**src/logic/bwm_consts.svh**
```systemverilog
// Constants for the I/O bandwidth monitor counter bank.
`ifndef BWM_CONSTS_SVH
`define BWM_CONSTS_SVH

// Tag space and field geometry.
`define BWM_TAG_COUNT 32
`define BWM_TAG_W 5
`define BWM_CNT_W 62
`define BWM_INC_W 16
`define BWM_DATA_W 64
`define BWM_UNAVAIL_BIT 63
`define BWM_OVF_BIT 62

// Register space layout, relative to the register base address.
`define BWM_ADDR_W 13
`define BWM_PAGE_SHIFT 12
`define BWM_PAGE_BYTES 4096
`define BWM_WORD_BYTES 8
`define BWM_BLOCK_COUNT 2
`define BWM_TOT_OFFSET 12'h000
`define BWM_TOT_CLUMP 16
`define BWM_MISS_OFFSET 12'h800
`define BWM_MISS_CLUMP 16
`define BWM_INDEX_VERSION 1

// Reset values.
`define BWM_CNT_RESET 62'h0
`define BWM_OVF_RESET 32'h0

`endif

```
**src/logic/bwm_pkg.sv**
```systemverilog
// Types shared by the I/O bandwidth monitor counter bank.
`include "bwm_consts.svh"

package bwm_pkg;

    typedef enum logic [1:0] {
        BWM_INIT,
        BWM_IDLE,
        BWM_UPD,
        BWM_RESP
    } bwm_state_e;

    typedef enum logic [1:0] {
        BWM_KIND_NONE,
        BWM_KIND_TOT,
        BWM_KIND_MISS
    } bwm_kind_e;

    typedef struct packed {
        logic write;
        logic [`BWM_ADDR_W-1:0] addr;
        logic [`BWM_DATA_W-1:0] wdata;
    } bwm_req_s;

    typedef struct packed {
        logic [`BWM_TAG_W-1:0] tag;
        logic [`BWM_INC_W-1:0] bytes;
        logic miss;
    } bwm_ev_s;

endpackage : bwm_pkg

```
**src/logic/bwm_counter_ram.sv**
```systemverilog
// One-write, one-read counter memory with registered read data.
`timescale 1ns/1ps

module bwm_counter_ram #(
    parameter int W = 62,
    parameter int DEPTH = 32,
    parameter int AW = 5
) (
    // Clock.
    input wire logic clk_sys,
    // Write port.
    input wire logic wr_en,
    input wire logic [AW-1:0] wr_addr,
    input wire logic [W-1:0] wr_data,
    // Read port.
    input wire logic rd_en,
    input wire logic [AW-1:0] rd_addr,
    output logic [W-1:0] rd_data_q
);

    logic [W-1:0] mem_q [DEPTH];

    always_ff @(posedge clk_sys) begin
        if (wr_en) begin
            mem_q[wr_addr] <= wr_data;
        end
    end

    // Read data holds between reads so the caller may use it a cycle later.
    always_ff @(posedge clk_sys) begin
        if (rd_en) begin
            rd_data_q <= mem_q[rd_addr];
        end
    end

endmodule : bwm_counter_ram

```
**src/logic/bwm_monitor_bank.sv**
```systemverilog
// Per-tag total and miss I/O bandwidth counter bank for one management domain.
//
// Functional notes
// Bit 63 shows tag unavailable or unmonitored.
// Bit 62 of total word flags overflow.
// Bit 62 of miss word flags overflow.
// Reading a word clears its overflow flag.
// Total count sits in bits 61:0.
// Miss count sits in bits 61:0.
// Total counter counts all traffic per tag.
// Miss counter counts near-cache miss traffic.
// Tags run zero to maximum, one word each.
// Total word address from clump, offset, stride.
// Miss word address from clump, offset, stride.
// Total words stay inside reported blocks.
// Miss words stay inside reported blocks.
// Software uses mapping only for version one.
// One bank per domain, own traffic only.
// Counts wrap to zero and flag overflow.
// Writes and reserved offsets are ignored.
`timescale 1ns/1ps
`include "bwm_consts.svh"

module bwm_monitor_bank
    import bwm_pkg::*;
(
    // Clock and reset.
    input wire logic clk_sys,
    input wire logic rst,
    // Register access.
    input wire logic req_valid,
    output logic req_ready,
    input wire bwm_req_s req,
    output logic rsp_valid_q,
    output logic [`BWM_DATA_W-1:0] rsp_data_q,
    // Traffic events of this domain.
    input wire logic ev_valid,
    output logic ev_ready,
    input wire bwm_ev_s ev,
    // Monitoring status per tag.
    input wire logic [`BWM_TAG_COUNT-1:0] tag_monitored
);

    localparam logic [`BWM_TAG_W-1:0] LAST_TAG = `BWM_TAG_W'(`BWM_TAG_COUNT - 1);

    bwm_state_e state_q;
    bwm_state_e state_d;
    logic [`BWM_TAG_W-1:0] init_cnt_q;
    bwm_kind_e rd_kind_q;
    logic [`BWM_TAG_W-1:0] rd_tag_q;
    bwm_ev_s upd_q;
    logic [`BWM_TAG_COUNT-1:0] ovf_tot_q;
    logic [`BWM_TAG_COUNT-1:0] ovf_miss_q;

    bwm_kind_e dec_kind;
    logic [`BWM_TAG_W-1:0] dec_tag;
    logic take_req;
    logic take_ev;

    logic tot_wr_en;
    logic miss_wr_en;
    logic [`BWM_TAG_W-1:0] wr_tag;
    logic [`BWM_CNT_W-1:0] tot_wr_data;
    logic [`BWM_CNT_W-1:0] miss_wr_data;
    logic tot_rd_en;
    logic miss_rd_en;
    logic [`BWM_TAG_W-1:0] rd_tag;
    logic [`BWM_CNT_W-1:0] tot_rdata;
    logic [`BWM_CNT_W-1:0] miss_rdata;
    logic [`BWM_CNT_W:0] tot_sum;
    logic [`BWM_CNT_W:0] miss_sum;
    logic tot_wrap;
    logic miss_wrap;
    logic [`BWM_TAG_COUNT-1:0] ovf_tot_clr;
    logic [`BWM_TAG_COUNT-1:0] ovf_tot_set;
    logic [`BWM_TAG_COUNT-1:0] ovf_miss_clr;
    logic [`BWM_TAG_COUNT-1:0] ovf_miss_set;
    logic [`BWM_DATA_W-1:0] rsp_data_d;

    // Maps an offset inside one clump region to a tag; anything off the
    // stride, outside the clump or past the last tag is no word at all.
    function automatic logic map_word(
        input logic [`BWM_ADDR_W-1:0] a,
        input int unsigned region_off,
        input int unsigned clump,
        output logic [`BWM_TAG_W-1:0] tag
    );
        int unsigned pg;
        int unsigned off;
        int unsigned idx;
        pg = int'(a >> `BWM_PAGE_SHIFT);
        off = int'(a[`BWM_PAGE_SHIFT-1:0]);
        idx = pg * clump + (off - region_off) / `BWM_WORD_BYTES;
        tag = idx[`BWM_TAG_W-1:0];
        map_word = (off >= region_off) && (off < region_off + clump * `BWM_WORD_BYTES)
            && (off % `BWM_WORD_BYTES == 0) && (pg < `BWM_BLOCK_COUNT)
            && (idx < `BWM_TAG_COUNT);
    endfunction : map_word

    // Software only relies on this layout while the reported indexing version
    // is one; the layout here is fixed, so a change of layout needs a new version.
    always_comb begin
        logic [`BWM_TAG_W-1:0] t_tag;
        logic [`BWM_TAG_W-1:0] m_tag;
        t_tag = '0;
        m_tag = '0;
        dec_kind = BWM_KIND_NONE;
        dec_tag = '0;
        if (!req.write) begin
            if (map_word(req.addr, `BWM_TOT_OFFSET, `BWM_TOT_CLUMP, t_tag)) begin
                dec_kind = BWM_KIND_TOT;
                dec_tag = t_tag;
            end else if (map_word(req.addr, `BWM_MISS_OFFSET, `BWM_MISS_CLUMP, m_tag)) begin
                dec_kind = BWM_KIND_MISS;
                dec_tag = m_tag;
            end
        end
    end

    // Register access wins over traffic; an event waits as long as any access request is pending.
    assign req_ready = (state_q == BWM_IDLE);
    assign ev_ready = (state_q == BWM_IDLE) && !req_valid;
    assign take_req = req_ready && req_valid;
    assign take_ev = ev_ready && ev_valid;

    always_comb begin
        state_d = state_q;
        unique case (state_q)
            BWM_INIT: begin
                if (init_cnt_q == LAST_TAG) begin
                    state_d = BWM_IDLE;
                end
            end
            BWM_IDLE: begin
                if (take_req) begin
                    state_d = BWM_RESP;
                end else if (take_ev) begin
                    state_d = BWM_UPD;
                end
            end
            BWM_UPD: state_d = BWM_IDLE;
            BWM_RESP: state_d = BWM_IDLE;
        endcase
    end

    always_ff @(posedge clk_sys) begin
        if (rst) begin
            state_q <= BWM_INIT;
        end else begin
            state_q <= state_d;
        end
    end

    // The memories have no reset of their own, so every word is swept to zero.
    always_ff @(posedge clk_sys) begin
        if (rst) begin
            init_cnt_q <= '0;
        end else if (state_q == BWM_INIT) begin
            init_cnt_q <= init_cnt_q + 1'b1;
        end
    end

    always_ff @(posedge clk_sys) begin
        if (rst) begin
            rd_kind_q <= BWM_KIND_NONE;
            rd_tag_q <= '0;
        end else if (take_req) begin
            rd_kind_q <= dec_kind;
            rd_tag_q <= dec_tag;
        end
    end

    // Only this domain's events arrive here; each domain has its own bank.
    always_ff @(posedge clk_sys) begin
        if (rst) begin
            upd_q <= '0;
        end else if (take_ev) begin
            upd_q <= ev;
        end
    end

    assign rd_tag = req_valid ? dec_tag : ev.tag;
    assign tot_rd_en = take_req ? (dec_kind == BWM_KIND_TOT) : take_ev;
    assign miss_rd_en = take_req ? (dec_kind == BWM_KIND_MISS) : take_ev;

    // Every event is near-cache traffic; misses also count in the miss counter.
    assign tot_sum = {1'b0, tot_rdata} + {{(`BWM_CNT_W + 1 - `BWM_INC_W){1'b0}}, upd_q.bytes};
    assign miss_sum = {1'b0, miss_rdata} + {{(`BWM_CNT_W + 1 - `BWM_INC_W){1'b0}}, upd_q.bytes};
    assign tot_wrap = (state_q == BWM_UPD) && tot_sum[`BWM_CNT_W];
    assign miss_wrap = (state_q == BWM_UPD) && upd_q.miss && miss_sum[`BWM_CNT_W];

    assign tot_wr_en = (state_q == BWM_INIT) || (state_q == BWM_UPD);
    assign miss_wr_en = (state_q == BWM_INIT) || ((state_q == BWM_UPD) && upd_q.miss);
    assign wr_tag = (state_q == BWM_INIT) ? init_cnt_q : upd_q.tag;
    assign tot_wr_data = (state_q == BWM_INIT) ? `BWM_CNT_RESET : tot_sum[`BWM_CNT_W-1:0];
    assign miss_wr_data = (state_q == BWM_INIT) ? `BWM_CNT_RESET : miss_sum[`BWM_CNT_W-1:0];

    bwm_counter_ram #(
        .W(`BWM_CNT_W),
        .DEPTH(`BWM_TAG_COUNT),
        .AW(`BWM_TAG_W)
    ) u_tot_ram (
        .clk_sys(clk_sys),
        .wr_en(tot_wr_en),
        .wr_addr(wr_tag),
        .wr_data(tot_wr_data),
        .rd_en(tot_rd_en),
        .rd_addr(rd_tag),
        .rd_data_q(tot_rdata)
    );

    bwm_counter_ram #(
        .W(`BWM_CNT_W),
        .DEPTH(`BWM_TAG_COUNT),
        .AW(`BWM_TAG_W)
    ) u_miss_ram (
        .clk_sys(clk_sys),
        .wr_en(miss_wr_en),
        .wr_addr(wr_tag),
        .wr_data(miss_wr_data),
        .rd_en(miss_rd_en),
        .rd_addr(rd_tag),
        .rd_data_q(miss_rdata)
    );

    // A wrap in the same cycle as a clearing read keeps the flag set.
    always_comb begin
        ovf_tot_clr = '0;
        ovf_tot_set = '0;
        ovf_miss_clr = '0;
        ovf_miss_set = '0;
        if (state_q == BWM_RESP && rd_kind_q == BWM_KIND_TOT) begin
            ovf_tot_clr[rd_tag_q] = 1'b1;
        end
        if (state_q == BWM_RESP && rd_kind_q == BWM_KIND_MISS) begin
            ovf_miss_clr[rd_tag_q] = 1'b1;
        end
        if (tot_wrap) begin
            ovf_tot_set[upd_q.tag] = 1'b1;
        end
        if (miss_wrap) begin
            ovf_miss_set[upd_q.tag] = 1'b1;
        end
    end

    always_ff @(posedge clk_sys) begin
        if (rst) begin
            ovf_tot_q <= `BWM_OVF_RESET;
        end else begin
            ovf_tot_q <= (ovf_tot_q & ~ovf_tot_clr) | ovf_tot_set;
        end
    end

    always_ff @(posedge clk_sys) begin
        if (rst) begin
            ovf_miss_q <= `BWM_OVF_RESET;
        end else begin
            ovf_miss_q <= (ovf_miss_q & ~ovf_miss_clr) | ovf_miss_set;
        end
    end

    // The count is shown even while the tag is unavailable; software drops it.
    always_comb begin
        rsp_data_d = '0;
        unique case (rd_kind_q)
            BWM_KIND_TOT: rsp_data_d = {~tag_monitored[rd_tag_q], ovf_tot_q[rd_tag_q], tot_rdata};
            BWM_KIND_MISS: rsp_data_d = {~tag_monitored[rd_tag_q], ovf_miss_q[rd_tag_q], miss_rdata};
            BWM_KIND_NONE: rsp_data_d = '0;
        endcase
    end

    always_ff @(posedge clk_sys) begin
        if (rst) begin
            rsp_valid_q <= 1'b0;
            rsp_data_q <= '0;
        end else begin
            rsp_valid_q <= (state_q == BWM_RESP);
            if (state_q == BWM_RESP) begin
                rsp_data_q <= rsp_data_d;
            end
        end
    end
endmodule : bwm_monitor_bank

```
**config.mk**
```make
export PLATFORM = sky130hd
export DESIGN_NAME = bwm_monitor_bank
export DESIGN_NICKNAME = d
export VERILOG_FILES = /design/src/logic/bwm_pkg.sv /design/src/logic/bwm_counter_ram.sv /design/src/logic/bwm_monitor_bank.sv
export VERILOG_INCLUDE_DIRS = /design/src /design/src/logic
export SDC_FILE = /design/constraint.sdc
export NUM_CORES = 2
export LEC_CHECK = 0
export BUFFER_PORTS_ARGS = -buffer_cell sky130_fd_sc_hd__clkbuf_2
export CORE_ASPECT_RATIO = 0.75
export CORE_MARGIN = 2
export CORE_UTILIZATION = 50
export CTS_CLUSTER_DIAMETER = 120
export CTS_CLUSTER_SIZE = 8
export DETAILED_ROUTE_END_ITERATION = 6
export GPL_ROUTABILITY_DRIVEN = 1
export PLACE_DENSITY_LB_ADDON = 0.3
export SKIP_LAST_GASP = 1
export SLEW_MARGIN = 20
export SYNTH_ARGS = -nofsm -noshare
export SYNTH_HDL_FRONTEND = slang
export SYNTH_SLANG_ARGS = --single-unit
```
**constraint.sdc**
```tcl
create_clock -name clk_sys -period 5.6 [get_ports clk_sys]
set_input_delay 0.56 -clock clk_sys [delete_from_list [all_inputs] [get_ports clk_sys]]
set_output_delay 0.56 -clock clk_sys [all_outputs]
set_load 0.01 [all_outputs]
```
== Word-level counts from Yosys, hierarchy flattened ==
Memory sizes are Yosys's and may differ from the RTL's. A register that Yosys moved wholly into a read port is not among the register bits.
Cells that the tools add are included.
Cells by class
  add/sub/neg operators: 6
  order comparisons: 10
  equality and inequality tests: 10
  muxes and demuxes: 35
  bitwise gates (word level): 7
  reduce and logical (&&, ||, !) cells: 25
Operators by type and width (number)
  $pmux W64 S3: 1
  $mux W32: 4
  $add A62 B16 Y63: 2
  $mux W62: 2
  $and A32 B32 Y32: 2
  $not A32 Y32: 2
  $or A32 B32 Y32: 2
  $logic_not A32 Y1: 1
  $add A5 B29 Y30: 1
  $lt A30 B6 Y1 const B: 1
  $mux W5: 5
  $logic_and A1 B1 Y1: 17
  $bmux W1 S5: 3
  $sub A12 B12 Y13 const B: 1
  $ge A12 B12 Y1 const B: 1
  $lt A12 B12 Y1 const B: 1
  $lt A12 B8 Y1 const B: 1
  $lt A5 B6 Y1 const B: 2
  $mux W2: 6
  $mux W1: 11
  $add A5 B9 Y10: 1
  $demux W1 S5: 2
  $ge A5 B1 Y1 const B: 2
  $lt A10 B6 Y1 const B: 1
  14 further kinds: 21
Word-level totals
  register bits after elaboration: 165
  memory bits (writable): 3968
  input bits: 136
  memories: 2
Memory list
  u_miss_ram.mem_q: words 32, width 62, read ports 1, clocked after Yosys merged registers in 1, write ports 1, line bwm_counter_ram.sv:21  | logic [W-1:0] mem_q [DEPTH];
  u_tot_ram.mem_q: words 32, width 62, read ports 1, clocked after Yosys merged registers in 1, write ports 1, line bwm_counter_ram.sv:21

== Longest topological paths before layout ==
  word-level depth: 10
  gate-level depth with buffers: 17
  depth with buffers taken out: 13

== Cells and area by module ==
Synthesis repeated with hierarchy kept, for this count alone.
Second synthesis, totals
  cells, all modules: 10262
  area total of the unflattened synthesis: 169311.1 µm²
Modules (own cells, without submodules)
  bwm_counter_ram (u_miss_ram): instances 1, cells each 4332, area each 78670.5 µm²
  bwm_counter_ram (u_tot_ram): instances 1, cells each 4332, area each 78665.4 µm²
  bwm_monitor_bank: instances 1, cells each 1598, area each 11975.2 µm²

== Worst setup path before layout ==
OpenSTA, ideal clock, no wires.
  kind: flip-flop to flip-flop
  from: register state_q[0]
  to: memory u_tot_ram.mem_q[3][0], enable pin
  setup time: 0.482 ns
  arrival time: 4.133 ns
  required time: 5.118 ns
  setup slack: 0.985 ns
  stages on the path, launching flop included: 8
  buffers on the path: 3
  clock period less this slack: 4.615 ns
  cell sequence: dfxtp_1 > clkbuf_1 > or2_2 > clkbuf_1 > clkbuf_1 > o31ai_1 > nand2_1 > nor2_1
Between the ends
  word-level cells in the longest chain between the ends: 4
RTL lines
  start, declared: line bwm_monitor_bank.sv:46  | bwm_state_e state_q;
  start signal, assigned: line bwm_monitor_bank.sv:150  | state_q <= state_d;
  $eq A2 B2 Y1 / $logic_not A2 Y1 (equally long branches): line bwm_monitor_bank.sv:192, bwm_monitor_bank.sv:194
  $logic_or A1 B1 Y1: line bwm_monitor_bank.sv:192  | assign tot_wr_en = (state_q == BWM_INIT) || (state_q == BWM_UPD);
  $mux W1: line bwm_counter_ram.sv:24  | if (wr_en) begin
  $mux W1 (not written as such): line bwm_counter_ram.sv:25  | mem_q[wr_addr] <= wr_data;
  end, declared: line bwm_counter_ram.sv:21
Parallel ways exist; a longest one is shown, timed or not.

== Final worst setup path ==
  from: register u_miss_ram.rd_data_q[0] (read register of u_miss_ram.mem_q)
  to: memory u_miss_ram.mem_q[2][36], data pin
Between the ends
  word-level cells in the longest chain between the ends: 2
RTL lines
  start, declared: line bwm_counter_ram.sv:18  | output logic [W-1:0] rd_data_q
  $add A62 B16 Y63: line bwm_monitor_bank.sv:188  | assign miss_sum = {1'b0, miss_rdata} + {{(`BWM_CNT_W + 1 - `BWM_INC_W){1'b0}}, upd_q.bytes};
  $mux W62: line bwm_monitor_bank.sv:196  | assign miss_wr_data = (state_q == BWM_INIT) ? `BWM_CNT_RESET : miss_sum[`BWM_CNT_W-1:0];
  net miss_wr_data[36]: line bwm_monitor_bank.sv:64  | logic [`BWM_CNT_W-1:0] miss_wr_data;
  end, declared: line bwm_counter_ram.sv:21
The timed path passes the listed nets, and every way through them passes these cells.

==> impl_metrics.py <==
metrics = {
    "die": {
        "initial_utilization_pct": 50.19,
        "pin_count": 203,
        "fp.dieArea_sq_um": 340700,
        "coreArea_sq_um": 334700,
        "die_y_um": 506.0,
        "rows": 184,
        "die_width_um": 673.4,
    },
    "worst_setup_path": {
        "path_delay_family": "compound AO/OA/AOI/OAI gates",
        "cp_slowest_cell": "xnor2_1",
        "criticalPathCategory": "reg2reg",
        "cp_data_arrival_time_ns": 5.49,
        "start_kind": "flop",
        "path_cells": "ha_1, fa_1, a21o_1, a21o_1, a211oi_1, o31ai_1, a41oi_2, buf_4, nor4b_1, buf_4, xnor2_1, nor2_4",
        "critPathCaptureType": "flop",
        "path_buf_inv": 2,
        "required_ns": 6.16,
        "path_max_fanout": 32,
        "max_stage_delay_ns": 0.80,
    },
    "routing": {
        "wirelength_um": 532500,
        "viasPerCell": 6.550,
        "antenna_left": 0,
        "vias": 109700,
        "remaining_drc_errors": 1,
        "drt_first_pass_iters": 7,
        "drt-initial-drc-count": 18550,
        "routedWlPerCell_um": 31.78,
    },
    "sta": {
        "final-setup-viol-count": 0,
        "slew_headroom_pct": 17.21,
        "finalHoldViolations": 0,
        "tns_ns": 0,
        "fin_skew_ns": 0.04209,
        "post-route-min-period_ns": 4.925,
        "drv_slew": 0,
        "rsz0062_at_grt": "no",
        "tightestPinTransition_ns": 1.242,
        "timing.fmax_mhz": 203.0,
        "period_share_pct": 87.95,
    },
    "outcome": {
        "outcome": "finished with violations",
        "violations": "DRC",
    },
    "cells_and_area": {
        "synthToLayoutAreaGrowth_pct": 16.26,
        "final_common_cell": "edfxtp_1",
        "fillers": 24770,
        "nets": 12300,
        "drive_gt1_share_pct": 12.77,
        "mostFrequentLayoutCells": "edfxtp_1, nand2_1, mux2i_1",
        "post-route-util_pct": 58.36,
    },
    "pwr": {
        "swShare_pct": 21.23,
        "power_frac_clock_pct": 46.2,
        "max-vdd-ir-drop_mv": 0.2793,
        "powerDensity_nw_per_um2": 360.9,
        "intPower_w": 0.05554,
        "p_seq_share_pct": 49.6,
        "p_comb_share_pct": 4.2,
        "power.leakage_nw": 69.24,
        "p_switching_w": 0.01497,
    },
    "yosys": {
        "yosysTopAreaCellShare_pct": 73.13,
        "synth_area_per_cell_sq_um": 14.56,
        "synth_cell_type_count": 83,
        "yosysTopAreaCell": "edfxtp_1",
        "synth_top_flop_cell": "edfxtp_1",
        "synth.area.top_cells": "edfxtp_1, mux2i_1, nand2_1",
        "syn_nets": 11720,
        "ys_seq_elements": 4257,
        "synth_seq_area_share_pct": 75.10,
        "synth-edff-count": 4092,
        "syn-cell-area_sq_um": 168000,
        "synthArstFlopShare_pct": 0,
        "yosysWarnings": 0,
        "syn_inst": 11540,
    },
    "clock_tree": {
        "cts_sinks": 4257,
        "cts_setup_buffers": 0,
        "cts_root_buffer": "clkbuf_16",
        "clk_pin_slew_ns": 0.05,
        "tritoncts": "built",
        "postCtsHoldBufs": 14,
        "cts_buffers": 606,
        "htree_levels": 6,
        "insertion_delay_ns": 0.94,
        "clk_path_buf_depth": 4,
        "ctsResizeCount": 0,
    },
    "grt": {
        "grt_antenna_before_repair": 20,
        "grt_start_max_net_pins": 119,
        "grt_pass1_wl_um": 744000,
        "grt_usage_pct": 30.38,
        "gr-total-overflow": 0,
        "grt_pass1_vias": 103200,
    },
    "placed_design": {
        "routabilityCongestion": 0.9328,
        "io_buffers": 138,
        "dp_hpwl_um": 296600,
    },
    "flow_run": {
        "maxCapViolCount": 0,
    },
    "min_path": {
        "hold_class": "in2reg",
    },
}
through the flow:
stage               hold WS (ns)  power, W  cell area (sq um)  std cells  worst slack [ns]
floorplan                 0.4549   0.03726             168000      11540            0.9847
global placement          0.4512   0.03836             178500      15950            0.2579
global route            0.009819   0.07217             195300      16750            0.6020
finish                   0.01770   0.07050             195300      16750            0.6749
CTS                    0.0005360   0.07061             195100      16740            0.7322
detailed placement        0.4544   0.03842             178600      15960            0.1907
cell usage after synthesis (27+ instances only):
library cell,number
edfxtp_1,4092
nand2_1,2198
mux2i_1,1013
a21oi_1,921
nor4_1,532
o22ai_1,444
clkbuf_1,377
buf_2,250
nor2_1,223
o21ai_0,201
dfxtp_1,165
nand3_1,164
nor2b_1,84
nor3_1,84
a221oi_1,81
buf_1,80
and3_1,52
ha_1,42
nand2b_1,40
nand4_1,33
a31oi_1,29
xnor2_1,27
path summary, 6_finish.rpt:
check / startpoint / to / slack, ns / cells past startpoint
setup / recovery: u_miss_ram.rd_data_q[0] / u_miss_ram.mem_q[2][36] / 0.67 / 12
hold / removal: ev[4] / upd_q[4] / 0.02 / 3
setup reg to reg: u_miss_ram.rd_data_q[0] / u_miss_ram.mem_q[2][36] / 0.67 / 12
hold reg to reg: rsp_data_q[63] / rsp_data_q[63] / 0.46 / 2
power by group through the flow:
stage	clock network [W]	logic [W]	registers, W
6_report	0.0326	0.00298	0.0350
3_5_place_dp	0	0.00288	0.0355
5_1_grt	0.0341	0.00312	0.0349
2_1_floorplan	0	0.00170	0.0356
4_1_cts	0.0327	0.00291	0.0350
3_3_place_gp	0	0.00283	0.0355
routing by layer:
layer | wire [um] | vias to the layer above | global-route usage, %
li1 | - | 45240 | -
met1 | 201500 | 54610 | 44.09
met2 | 221600 | 8632 | 42.41
met3 | 83190 | 1246 | 9.247
met4 | 26020 | 16 | 13.28
met5 | 120 | - | 0
state kept, by name (all words and copies together) (netlist names):
name,cells
rsp_valid_q,1
upd_q,22
ovf_tot_q,32
rd_kind_q,2
u_tot_ram.mem_q,1984
init_cnt_q,5
rsp_data_q,64
u_tot_ram.rd_data_q,62
ovf_miss_q,32
u_miss_ram.rd_data_q,62
u_miss_ram.mem_q,1984
state_q,2
rd_tag_q,5
final cells by class:
class	instances	area, sq um	share of cell area (%)
clock buffers	739	15960	8.171
inverters	23	86.33	0.04420
multi-input cells	6538	39820	20.39
clock inverters	36	467.9	0.2396
well taps	4464	5585	2.859
diodes	7	17.52	0.008967
flip-flops and latches	4257	126200	64.60
repair buffers	690	7209	3.691
worst register-to-register path: stages, from the launching register on:
cell and delay [ns]:
edfxtp_1 0.62, ha_1 0.34, fa_1 0.43, a21o_1 0.19, a21o_1 0.21, a211oi_1 0.48, o31ai_1 0.26, a41oi_2 0.22
buf_4 0.41, nor4b_1 0.13, buf_4 0.16, xnor2_1 0.80, nor2_4 0.31
kinds of logic (layout without fill, tap and decap cells):
logic type	after synthesis	after routing	share of synthesized area (%)
buffers and inverters	746	1488	1.893
and+or+nand+nor	3502	3502	9.343
DFF	4257	4257	75.10
adders and majority gates	44	44	0.3366
xor gates and xnor gates	48	48	0.2502
AOI/OAI and AO/OA	1907	1907	6.724
muxes	1037	1037	6.356
other	0	7	0
(Power assumes the default switching activity.)
